--- config.mk ---
export PLATFORM = sky130hd
export DESIGN_NAME = dsr_readback
export DESIGN_NICKNAME = d
export VERILOG_FILES = /design/src/core/dsr_pkg.sv /design/src/core/dsr_readback.sv /design/src/core/dsr_sync.sv
export SDC_FILE = /design/constraint.sdc
export NUM_CORES = 1
export LEC_CHECK = 0
export BUFFER_PORTS_ARGS = -buffer_cell sky130_fd_sc_hd__buf_2
export CAP_MARGIN = 20
export CORE_MARGIN = 5
export CORE_UTILIZATION = 52
export DETAILED_ROUTE_END_ITERATION = 10
export GPL_TIMING_DRIVEN = 0
export PLACE_DENSITY = 0.83
export SLEW_MARGIN = 40
export SYNTH_ARGS = -nofsm -noshare
export SYNTH_HDL_FRONTEND = slang
export SYNTH_SLANG_ARGS = --single-unit
--- constraint.sdc ---
create_clock -name mclk -period 2.47 [get_ports mclk]
set_clock_uncertainty 0.2 [all_clocks]
set_input_delay 0 -clock mclk [delete_from_list [all_inputs] [get_ports mclk]]
set_output_delay 0 -clock mclk [all_outputs]
set_load 0.03 [all_outputs]
--- src/core/dsr_pkg.sv ---
// Package for the display status readback block: opcodes, field positions, reset values.
// Assumes one 10 MHz clock domain and a byte-wide command/answer stream from the link decoder.
package dsr_pkg;
   // ********************
   // Opcodes
   // ********************
   localparam logic [7:0] OP_READ_IDENTIFICATION = 8'h04;
   localparam logic [7:0] OP_READ_PARITY_ERROR_COUNT = 8'h05;
   localparam logic [7:0] OP_READ_RED_COMPONENT = 8'h06;
   localparam logic [7:0] OP_READ_GREEN_COMPONENT = 8'h07;
   localparam logic [7:0] OP_READ_BLUE_COMPONENT = 8'h08;
   localparam logic [7:0] OP_READ_DISPLAY_STATUS_WORD = 8'h09;
   localparam logic [7:0] OP_READ_PIXEL_FORMAT_BYTE = 8'h0c;
   // ********************
   // Identification (values arbitrary, neutral)
   // ********************
   localparam logic [7:0] ID_MAKER_DEFAULT = 8'h5a;
   localparam logic [7:0] ID_VERSION_DEFAULT = 8'h10;
   localparam logic [7:0] ID_DEVICE_DEFAULT = 8'h20;
   // ********************
   // Colour codes and field positions
   // ********************
   localparam logic [2:0] FMT_12BPP = 3'h3;
   localparam logic [2:0] FMT_16BPP = 3'h5;
   localparam logic [2:0] FMT_18BPP = 3'h6;
   localparam logic [2:0] FMT_RESET = 3'h6;
   localparam int PE_FLAG_BIT = 0;
   localparam int DE_BIT = 1;
   localparam int PCLK_BIT = 2;
   localparam int VSYNC_BIT = 3;
   localparam int HSYNC_BIT = 4;
   localparam int TE_MODE_BIT = 5;
   localparam int SCROLL_BIT = 15;
   localparam int NORMAL_BIT = 16;
   localparam int PARTIAL_BIT = 18;
   localparam int ORDER_H_BIT = 25;
   localparam int ORDER_BGR_BIT = 26;
   localparam int ORDER_V_BIT = 27;
   localparam int MAC_H_BIT = 2;
   localparam int MAC_BGR_BIT = 3;
   localparam int MAC_V_BIT = 4;
   localparam logic [6:0] PE_COUNT_MAX = 7'h7f;
   localparam logic [2:0] LAST_IDX_ID = 3'h3;
   localparam logic [2:0] LAST_IDX_STATUS = 3'h4;
   localparam logic [2:0] LAST_IDX_ONE = 3'h0;
   localparam logic [2:0] LAST_IDX_DUMMY_ONE = 3'h1;

   // Display state that the rest of the command set supplies
   typedef struct packed {
      logic [7:0] access_control;  // memory_access_control byte
      logic te_mode_both;          // Tearing output on H and V blanking
      logic partial_on;
      logic scroll_on;
      logic [2:0] dsi_format;
      logic [2:0] ctrl_format;
      logic [5:0] red;
      logic [5:0] green;
      logic [5:0] blue;
   } dsr_state_t;

   // Raw levels of the DPI pins
   typedef struct packed {
      logic hsync;
      logic vsync;
      logic pclk;
      logic data_enable_line;
   } dsr_dpi_t;
endpackage

--- src/core/dsr_readback.sv ---
// Status readback command interpreter of a display driver.
// Assumes a link decoder hands over read opcodes as one-cycle strobes and
// pulls answer bytes with a one-cycle take strobe; the host discards dummies itself.
`timescale 1ns/1ps
module dsr_readback #(
   parameter logic [7:0] ID_MAKER = dsr_pkg::ID_MAKER_DEFAULT,  // Arbitrary value
   parameter logic [7:0] ID_VERSION = dsr_pkg::ID_VERSION_DEFAULT,  // Arbitrary value
   parameter logic [7:0] ID_DEVICE = dsr_pkg::ID_DEVICE_DEFAULT  // Arbitrary value
) (
   input wire logic mclk,
   input wire logic srst,
   input wire logic soft_reset,
   input wire logic cmd_valid,
   input wire logic [7:0] cmd_opcode,
   input wire logic parity_error,
   input wire dsr_pkg::dsr_state_t disp_state,
   input wire dsr_pkg::dsr_dpi_t dpi_pins,
   input wire logic byte_take,
   output logic byte_valid,
   output logic [7:0] byte_data,
   output logic byte_last,
   output logic cmd_unknown
);
   import dsr_pkg::*;

   // ********************
   // Declarations
   // ********************
   typedef enum logic [1:0] {
      ST_IDLE = 2'b00,
      ST_SEND = 2'b01
   } dsr_state_e_t;

   dsr_state_e_t st_q;  // Answer sequencer state
   logic [7:0] op_q;  // Opcode being answered
   logic [2:0] idx_q;  // Index of byte now offered
   logic [2:0] last_q;  // Index of final byte
   logic [6:0] pe_cnt_q;  // Parity errors seen
   logic pe_ovf_q;  // Count wrapped past its top
   logic pe_flag_q;  // Sticky status flag
   logic [3:0] dpi_lvl;  // Filtered DPI levels
   logic [31:0] status_word;  // Live status word
   logic [7:0] fmt_byte;  // Pixel format byte
   logic [7:0] ans_d;  // Next answer byte
   logic known;  // Opcode is served here
   logic [2:0] last_d;  // Final index for a new opcode
   logic pe_read_done;  // Count answer taken
   logic any_reset;  // Hardware or software reset

   assign any_reset = srst | soft_reset;

   // ********************
   // DPI pin synchronisers
   // ********************
   // One filtered synchroniser per pin
   genvar gi;
   generate
      for (gi = 0; gi < $bits(dsr_dpi_t); gi++) begin : g_dpi
         logic pin_w;
         assign pin_w = dpi_pins[gi];
         dsr_sync u_sync (
            .mclk(mclk),
            .srst(srst),
            .pin(pin_w),
            .level(dpi_lvl[gi])
         );
      end
   endgenerate

   // ********************
   // Status word and format byte
   // ********************
   // Assemble the live status word; unlisted bits read zero
   always_comb begin
      status_word = '0;
      status_word[PE_FLAG_BIT] = pe_flag_q;
      status_word[DE_BIT] = dpi_lvl[0];
      status_word[PCLK_BIT] = dpi_lvl[1];
      status_word[VSYNC_BIT] = dpi_lvl[2];
      status_word[HSYNC_BIT] = dpi_lvl[3];
      status_word[TE_MODE_BIT] = disp_state.te_mode_both;
      status_word[SCROLL_BIT] = disp_state.scroll_on;
      // Normal only when neither partial nor scrolling
      status_word[NORMAL_BIT] = ~(disp_state.partial_on | disp_state.scroll_on);
      status_word[PARTIAL_BIT] = disp_state.partial_on;
      status_word[ORDER_H_BIT] = disp_state.access_control[MAC_H_BIT];
      status_word[ORDER_BGR_BIT] = disp_state.access_control[MAC_BGR_BIT];
      status_word[ORDER_V_BIT] = disp_state.access_control[MAC_V_BIT];
   end

   // Colour codes pass through; undefined codes are reported unchanged
   always_comb begin
      fmt_byte = {1'b0, disp_state.dsi_format, 1'b0, disp_state.ctrl_format};
   end

   // ********************
   // Answer selection
   // ********************
   // Byte for opcode op_q at index idx_q
   always_comb begin
      ans_d = 8'h00;
      case (op_q)
         OP_READ_IDENTIFICATION: begin
            case (idx_q)
               3'h1: ans_d = ID_MAKER;
               3'h2: ans_d = ID_VERSION;
               3'h3: ans_d = ID_DEVICE;
               default: ans_d = 8'h00;  // Dummy byte
            endcase
         end
         OP_READ_PARITY_ERROR_COUNT: ans_d = {pe_ovf_q, pe_cnt_q};
         OP_READ_RED_COMPONENT: ans_d = {2'b00, disp_state.red[5:1], 1'b0};
         OP_READ_GREEN_COMPONENT: ans_d = {2'b00, disp_state.green};
         OP_READ_BLUE_COMPONENT: ans_d = {2'b00, disp_state.blue[5:1], 1'b0};
         OP_READ_DISPLAY_STATUS_WORD: begin
            case (idx_q)
               3'h1: ans_d = status_word[31:24];
               3'h2: ans_d = status_word[23:16];
               3'h3: ans_d = status_word[15:8];
               3'h4: ans_d = status_word[7:0];
               default: ans_d = 8'h00;  // Dummy byte
            endcase
         end
         OP_READ_PIXEL_FORMAT_BYTE: ans_d = (idx_q == 3'h1) ? fmt_byte : 8'h00;
         default: ans_d = 8'h00;
      endcase
   end

   // Which opcodes are served, and how many bytes each returns
   always_comb begin
      known = 1'b1;
      case (cmd_opcode)
         OP_READ_IDENTIFICATION: last_d = LAST_IDX_ID;
         OP_READ_DISPLAY_STATUS_WORD: last_d = LAST_IDX_STATUS;
         OP_READ_PIXEL_FORMAT_BYTE: last_d = LAST_IDX_DUMMY_ONE;
         OP_READ_PARITY_ERROR_COUNT, OP_READ_RED_COMPONENT, OP_READ_GREEN_COMPONENT,
         OP_READ_BLUE_COMPONENT: last_d = LAST_IDX_ONE;
         default: begin
            last_d = LAST_IDX_ONE;
            known = 1'b0;
         end
      endcase
   end

   // ********************
   // Answer sequencer
   // ********************
   // A new opcode during an answer aborts it, as a command does on the link
   always_ff @(posedge mclk) begin
      if (any_reset) begin
         st_q <= ST_IDLE;
         op_q <= 8'h00;
         idx_q <= 3'h0;
         last_q <= 3'h0;
      end else if (cmd_valid) begin
         st_q <= known ? ST_SEND : ST_IDLE;
         op_q <= cmd_opcode;
         idx_q <= 3'h0;
         last_q <= last_d;
      end else begin
         case (st_q)
            ST_IDLE: st_q <= ST_IDLE;
            ST_SEND: begin
               if (byte_take) begin
                  if (idx_q == last_q) begin
                     st_q <= ST_IDLE;
                  end else begin
                     idx_q <= idx_q + 3'h1;
                  end
               end
            end
            default: st_q <= ST_IDLE;
         endcase
      end
   end

   // Answer byte registered so data comes from a flop
   always_ff @(posedge mclk) begin
      if (any_reset) begin
         byte_data <= 8'h00;
      end else begin
         byte_data <= ans_d;
      end
   end

   // Valid trails state by one cycle so it aligns with the registered byte
   logic send_q;
   logic [2:0] data_idx_q;
   always_ff @(posedge mclk) begin
      if (any_reset) begin
         send_q <= 1'b0;
         data_idx_q <= 3'h0;
      end else begin
         send_q <= (st_q == ST_SEND) & ~cmd_valid & ~(byte_take & byte_valid);
         data_idx_q <= idx_q;
      end
   end
   assign byte_valid = send_q;
   assign byte_last = send_q & (data_idx_q == last_q);

   // Unknown opcode pulse for the decoder
   always_ff @(posedge mclk) begin
      if (any_reset) begin
         cmd_unknown <= 1'b0;
      end else begin
         cmd_unknown <= cmd_valid & ~known;
      end
   end

   // ********************
   // Parity error counter
   // ********************
   assign pe_read_done = byte_take & byte_valid & (op_q == OP_READ_PARITY_ERROR_COUNT);

   // A new error in the clearing cycle wins: count restarts at one
   always_ff @(posedge mclk) begin
      if (any_reset) begin
         pe_cnt_q <= 7'h00;
         pe_ovf_q <= 1'b0;
         pe_flag_q <= 1'b0;
      end else if (pe_read_done) begin
         pe_cnt_q <= parity_error ? 7'h01 : 7'h00;
         pe_ovf_q <= 1'b0;
         pe_flag_q <= parity_error;
      end else if (parity_error) begin
         pe_flag_q <= 1'b1;
         if (pe_cnt_q == PE_COUNT_MAX) begin
            pe_ovf_q <= 1'b1;
            pe_cnt_q <= 7'h00;
         end else begin
            pe_cnt_q <= pe_cnt_q + 7'h01;
         end
      end
   end
endmodule

--- src/core/dsr_sync.sv ---
// Three-stage synchroniser with agreement filter for one pin.
// Assumes the pin is asynchronous to mclk.
`timescale 1ns/1ps
module dsr_sync (
   input wire logic mclk,
   input wire logic srst,
   input wire logic pin,
   output logic level
);
   logic s1_q;  // First stage, read only by s2
   logic s2_q;
   logic s3_q;
   // ********************
   // Stages
   // ********************
   // Shift the pin through three flops
   always_ff @(posedge mclk) begin
      if (srst) begin
         s1_q <= 1'b0;
         s2_q <= 1'b0;
         s3_q <= 1'b0;
      end else begin
         s1_q <= pin;
         s2_q <= s1_q;
         s3_q <= s2_q;
      end
   end
   // Accept a change only once stages two and three agree
   always_ff @(posedge mclk) begin
      if (srst) begin
         level <= 1'b0;
      end else if (s2_q == s3_q) begin
         level <= s3_q;
      end
   end
endmodule

==> summary.md <==
| Metric | Value |
|---|---|
| IO Count | `64` |
| Reg2Reg Depth | `7` |
| CP max FO | `7` |
| Worst Hold Launch | `disp_state[13]` |
| Die Ht | `roughly 80 µm` |
| Largest net degree at the start of global routing | `16` |
| Syn nets | `about 330` |
| Reg2reg end | `byte_data[1]` |
| Vias in the first global route | `2,448` |
| RSZ-0062 raised after global routing | `no` |
| Final ANT Viol Nets | `0` |
| Internal power | `between 0.001 and 0.0015 W` |
| Met3 Resource Use GR | `roughly 4.2%` |
| Switching Fraction | `between 20% and 30%` |
| Share of post-route cells with drive strength above 1 | `21.83%` |
| End of the worst hold path | `byte_data[1]` |
| Post-CTS Setup Bufs | `0` |
| Cell area after synthesis | `2529 µm²` |
| Seq cells post-synth | `53` |
| Warning count from the yosys run | `0` |
| Initial antenna violation count | `0` |
| Met2 usage | `39.32%` |
| Switching power | `~0.00037 W` |
| Vias per cell | `5.715` |
| Final min period | `2401 ps` |
| Static leakage | `between 1 and 1.5 nW` |
| Via count | `2,509` |
| DRT Wirelength | `6987 µm` |
| Clk buf depth | `2` |
| Final core occ | `a little under three quarters` |
| Overall routing resource usage | `23.18%` |
| Commonest register cell after synthesis | `dfxtp_1` |
| Root buf cell | `clkbuf_8` |
| Worst path arrival time | `2390 ps` |
| Yosys cell types | `54` |
| CP Data Required Time | `2460 ps` |
| Final Slew Violations | `0` |
| CP startpoint kind | `flip-flop` |
| Layout area overhead | `33.79%` |
| Final Hold Viols | `0` |
| Fmax | `416.5 MHz` |
| Core area | `4723 µm²` |
| TritonCTS Buffers | `5` |
| Max incr delay on CP | `~560 ps` |
| Seq pwr share | `56.9%` |
| Global-route wire length before repair | `11,350 µm` |
| GPL Wtd Cong | `0.8651` |
| DR pass1 iterations | `4` |
| Maximum VDD drop | `roughly 0.00027 V` |
| Setup TNS | `0 ps` |
| DR iter-0 viols | `288` |
| Grt met1 use | `between 20% and 30%` |
| Later-pin clock latency in the skew report | `approximately 300 ps` |
| Max-Cap Viols | `0` |
| Setup Crit Path Kind | `flip-flop to flip-flop` |
| Initial core utilization | `between 50% and 60%` |
| Clk sink count | `53` |
| Final setup viols | `0` |
| Reg2Reg Launch Point | `idx_q[1]` |
| FP Rows | `25` |
| Hold WC Path Type | `input port to flip-flop` |
| Worst-path clk slew | `90 ps` |
| Clock network power share | `approximately 30%` |
| Fin crit share | `between 90% and 100%` |
| Crit end category | `flip-flop` |
| Hold Crit Depth | `4` |
| DRC | `0` |
| Logic pwr share | `around an eighth` |
| Avg Cell Area, Syn | `approximately 9.4 µm²` |
| Drt wl/cell | `15.92 µm` |
| DIE AREA | `6358 µm²` |
| Asr flop ratio synth | `0%` |
| Reg-to-reg slack, setup | `70 ps` |
| IO Port Bufs | `54` |
| Post-layout nets | `429` |
| Remaining Overflow, GRT | `0` |
| PwrDens | `456.2 nW/µm²` |
| Slowest CP cell | `dlygate4sd3_1` |
| Max_slew headroom | `56.17%` |
| EDFF count, synth | `0` |
| Worst-margin pin slew | `657.5 ps` |
| GRT Max-Usage Layer | `met2` |
| Status | `complete, no violations` |
| CTS tree | `done` |
| Seq/Total Area, Yosys | `between 40% and 50%` |
| # H-tree levels | `2` |
| Hpwl dp | `4650 µm` |
| Post-Syn Instances | `269` |
| Horiz. Die Dim | `79.74 µm` |
| Crit-path cells | `inv_1 -> ha_1 -> and3b_1 -> a22o_1 -> dlygate4sd3_1 -> a22oi_1 -> a21oi_1` |
==> stage by stage <==
stage          hold slack [ps]  area [µm²]   power, W  cells  worst slack, ps
4_1_cts                  3.136        3376   0.001543    439            27.16
2_1_floorplan           -128.4        2529  0.0009770    269            322.1
3_3_place_gp             6.741        2883   0.001037    390            79.88
3_5_place_dp             19.27        2883   0.001041    390            57.11
5_1_grt                  33.33        3381   0.001604    438            2.777
6_report                 7.169        3383   0.001543    439            68.93
==> state kept, by name, indices dropped and copies added, names as in the netlist, 3 cells and up <==
name,count
pe_cnt_q,7
g_dpi.u_sync.level,4
data_idx_q,3
byte_data,8
g_dpi.u_sync.s2_q,4
g_dpi.u_sync.s1_q,4
g_dpi.u_sync.s3_q,4
op_q,8
idx_q,3
last_q,3
==> power groups by stage <==
stage	Sequential, W	Combinational (W)	Clock [W]
2_1_floorplan	0.000897	0.0000799	0
3_3_place_gp	0.000897	0.000140	0
3_5_place_dp	0.000898	0.000143	0
4_1_cts	0.000878	0.000192	0.000473
5_1_grt	0.000880	0.000216	0.000508
6_report	0.000878	0.000201	0.000465
==> metal layers <==
| layer | share of wire [%] | vias to the layer above | routed length [µm] |
|---|---|---|---|
| met2 | 48 | 145 | 3388 |
| met5 | 0 | - | 0 |
| met3 | 7.6 | 31 | 533 |
| li1 | - | 1176 | - |
| met1 | 40 | 1157 | 2788 |
| met4 | 4.0 | 0 | 276 |
==> critical path: cells and delay by family, from the launching register on <==
family / cells / cell delay [ps]
compound gates: 3 / 520
fa+ha+maj: 1 / 270
buf+inv: 2 / 640
flops: 1 / 380
simple gates: 1 / 270
==> worst max path at each step <==
stage	from	to	slack, ps	cells past startpoint
floorplan	idx_q[2]	byte_data[3]	320	8
global placement	idx_q[2]	byte_data[0]	80	8
detailed placement	idx_q[2]	byte_data[0]	60	8
CTS	op_q[7]	byte_data[4]	30	6
global route	op_q[7]	byte_data[5]	3	6
finish	idx_q[1]	byte_data[1]	70	7
==> synth_stat cells (2+ instances only) <==
cell | count | area (µm²)
nor2b_1 | 14 | 87.58
inv_1 | 9 | 33.78
nand2_1 | 17 | 63.81
o41ai_1 | 2 | 17.52
or4_1 | 2 | 15.01
xor2_1 | 2 | 17.52
a2111oi_4 | 2 | 55.05
nand3_1 | 8 | 40.04
dfxtp_1 | 53 | 1061
nand4b_1 | 3 | 26.28
and4b_1 | 2 | 20.02
buf_1 | 3 | 11.26
nor4_1 | 2 | 12.51
clkbuf_1 | 7 | 26.28
a22o_1 | 3 | 26.28
nor2_1 | 16 | 60.06
a31oi_1 | 3 | 18.77
mux2i_1 | 15 | 150.1
nand2b_1 | 7 | 43.79
buf_2 | 3 | 15.01
o21ai_0 | 11 | 55.05
xnor2_1 | 5 | 43.79
a22oi_1 | 4 | 30.03
a21oi_1 | 23 | 115.1
a32oi_1 | 2 | 17.52
a32o_1 | 2 | 20.02
mux4_2 | 3 | 67.56
o2111ai_1 | 2 | 17.52
nor3_1 | 7 | 35.03
and3_1 | 3 | 18.77
or3_1 | 3 | 18.77
and2_1 | 4 | 25.02
ha_1 | 6 | 75.07
==> final cells by class <==
| type | instances | area (µm²) |
|---|---|---|
| timing repair buffer | 95 | 680.7 |
| tap | 67 | 83.83 |
| clock inverter | 2 | 10.01 |
| clock buffer | 6 | 72.57 |
| sequential | 53 | 1062 |
| multi-input combinational | 193 | 1375 |
| antenna | 1 | 2.502 |
| buffer | 13 | 62.56 |
| fill | 321 | 1340 |
| inverter | 9 | 33.78 |
==> cells by family after synthesis <==
group	count (synthesis)	synth area share, %
XOR/XNOR	7	2.425
AND/OR/NAND/NOR	100	22.81
adder cells (fa/ha/maj)	6	2.969
multiplexers	19	9.055
buffers and inverters	23	3.859
AO/OA/AOI/OAI	61	16.92
flip-flops	53	41.96
==> cell usage in the layout (no fill, tap or decap), types with 4 or more instances in the layout <==
cell	instances
nor2_1	16
inv_1	9
buf_2	57
xnor2_1	5
nand2_1	17
clkbuf_8	5
a21oi_1	23
nand3_1	8
o21ai_0	11
mux2i_1	15
nor2b_1	14
a22oi_1	4
dlygate4sd3_1	41
dfxtp_1	52
ha_1	6
clkbuf_1	6
and2_1	4
nand2b_1	7
nor3_1	7
==> repair_timing <==
item                       in CTS  in global routing
hold endpoints to repair       40                  0
hold buffers                   41                  0
setup endpoints to repair       0                  5
gates resized for setup         0                  6
Note: power is estimated with default switching activity, not from simulation.
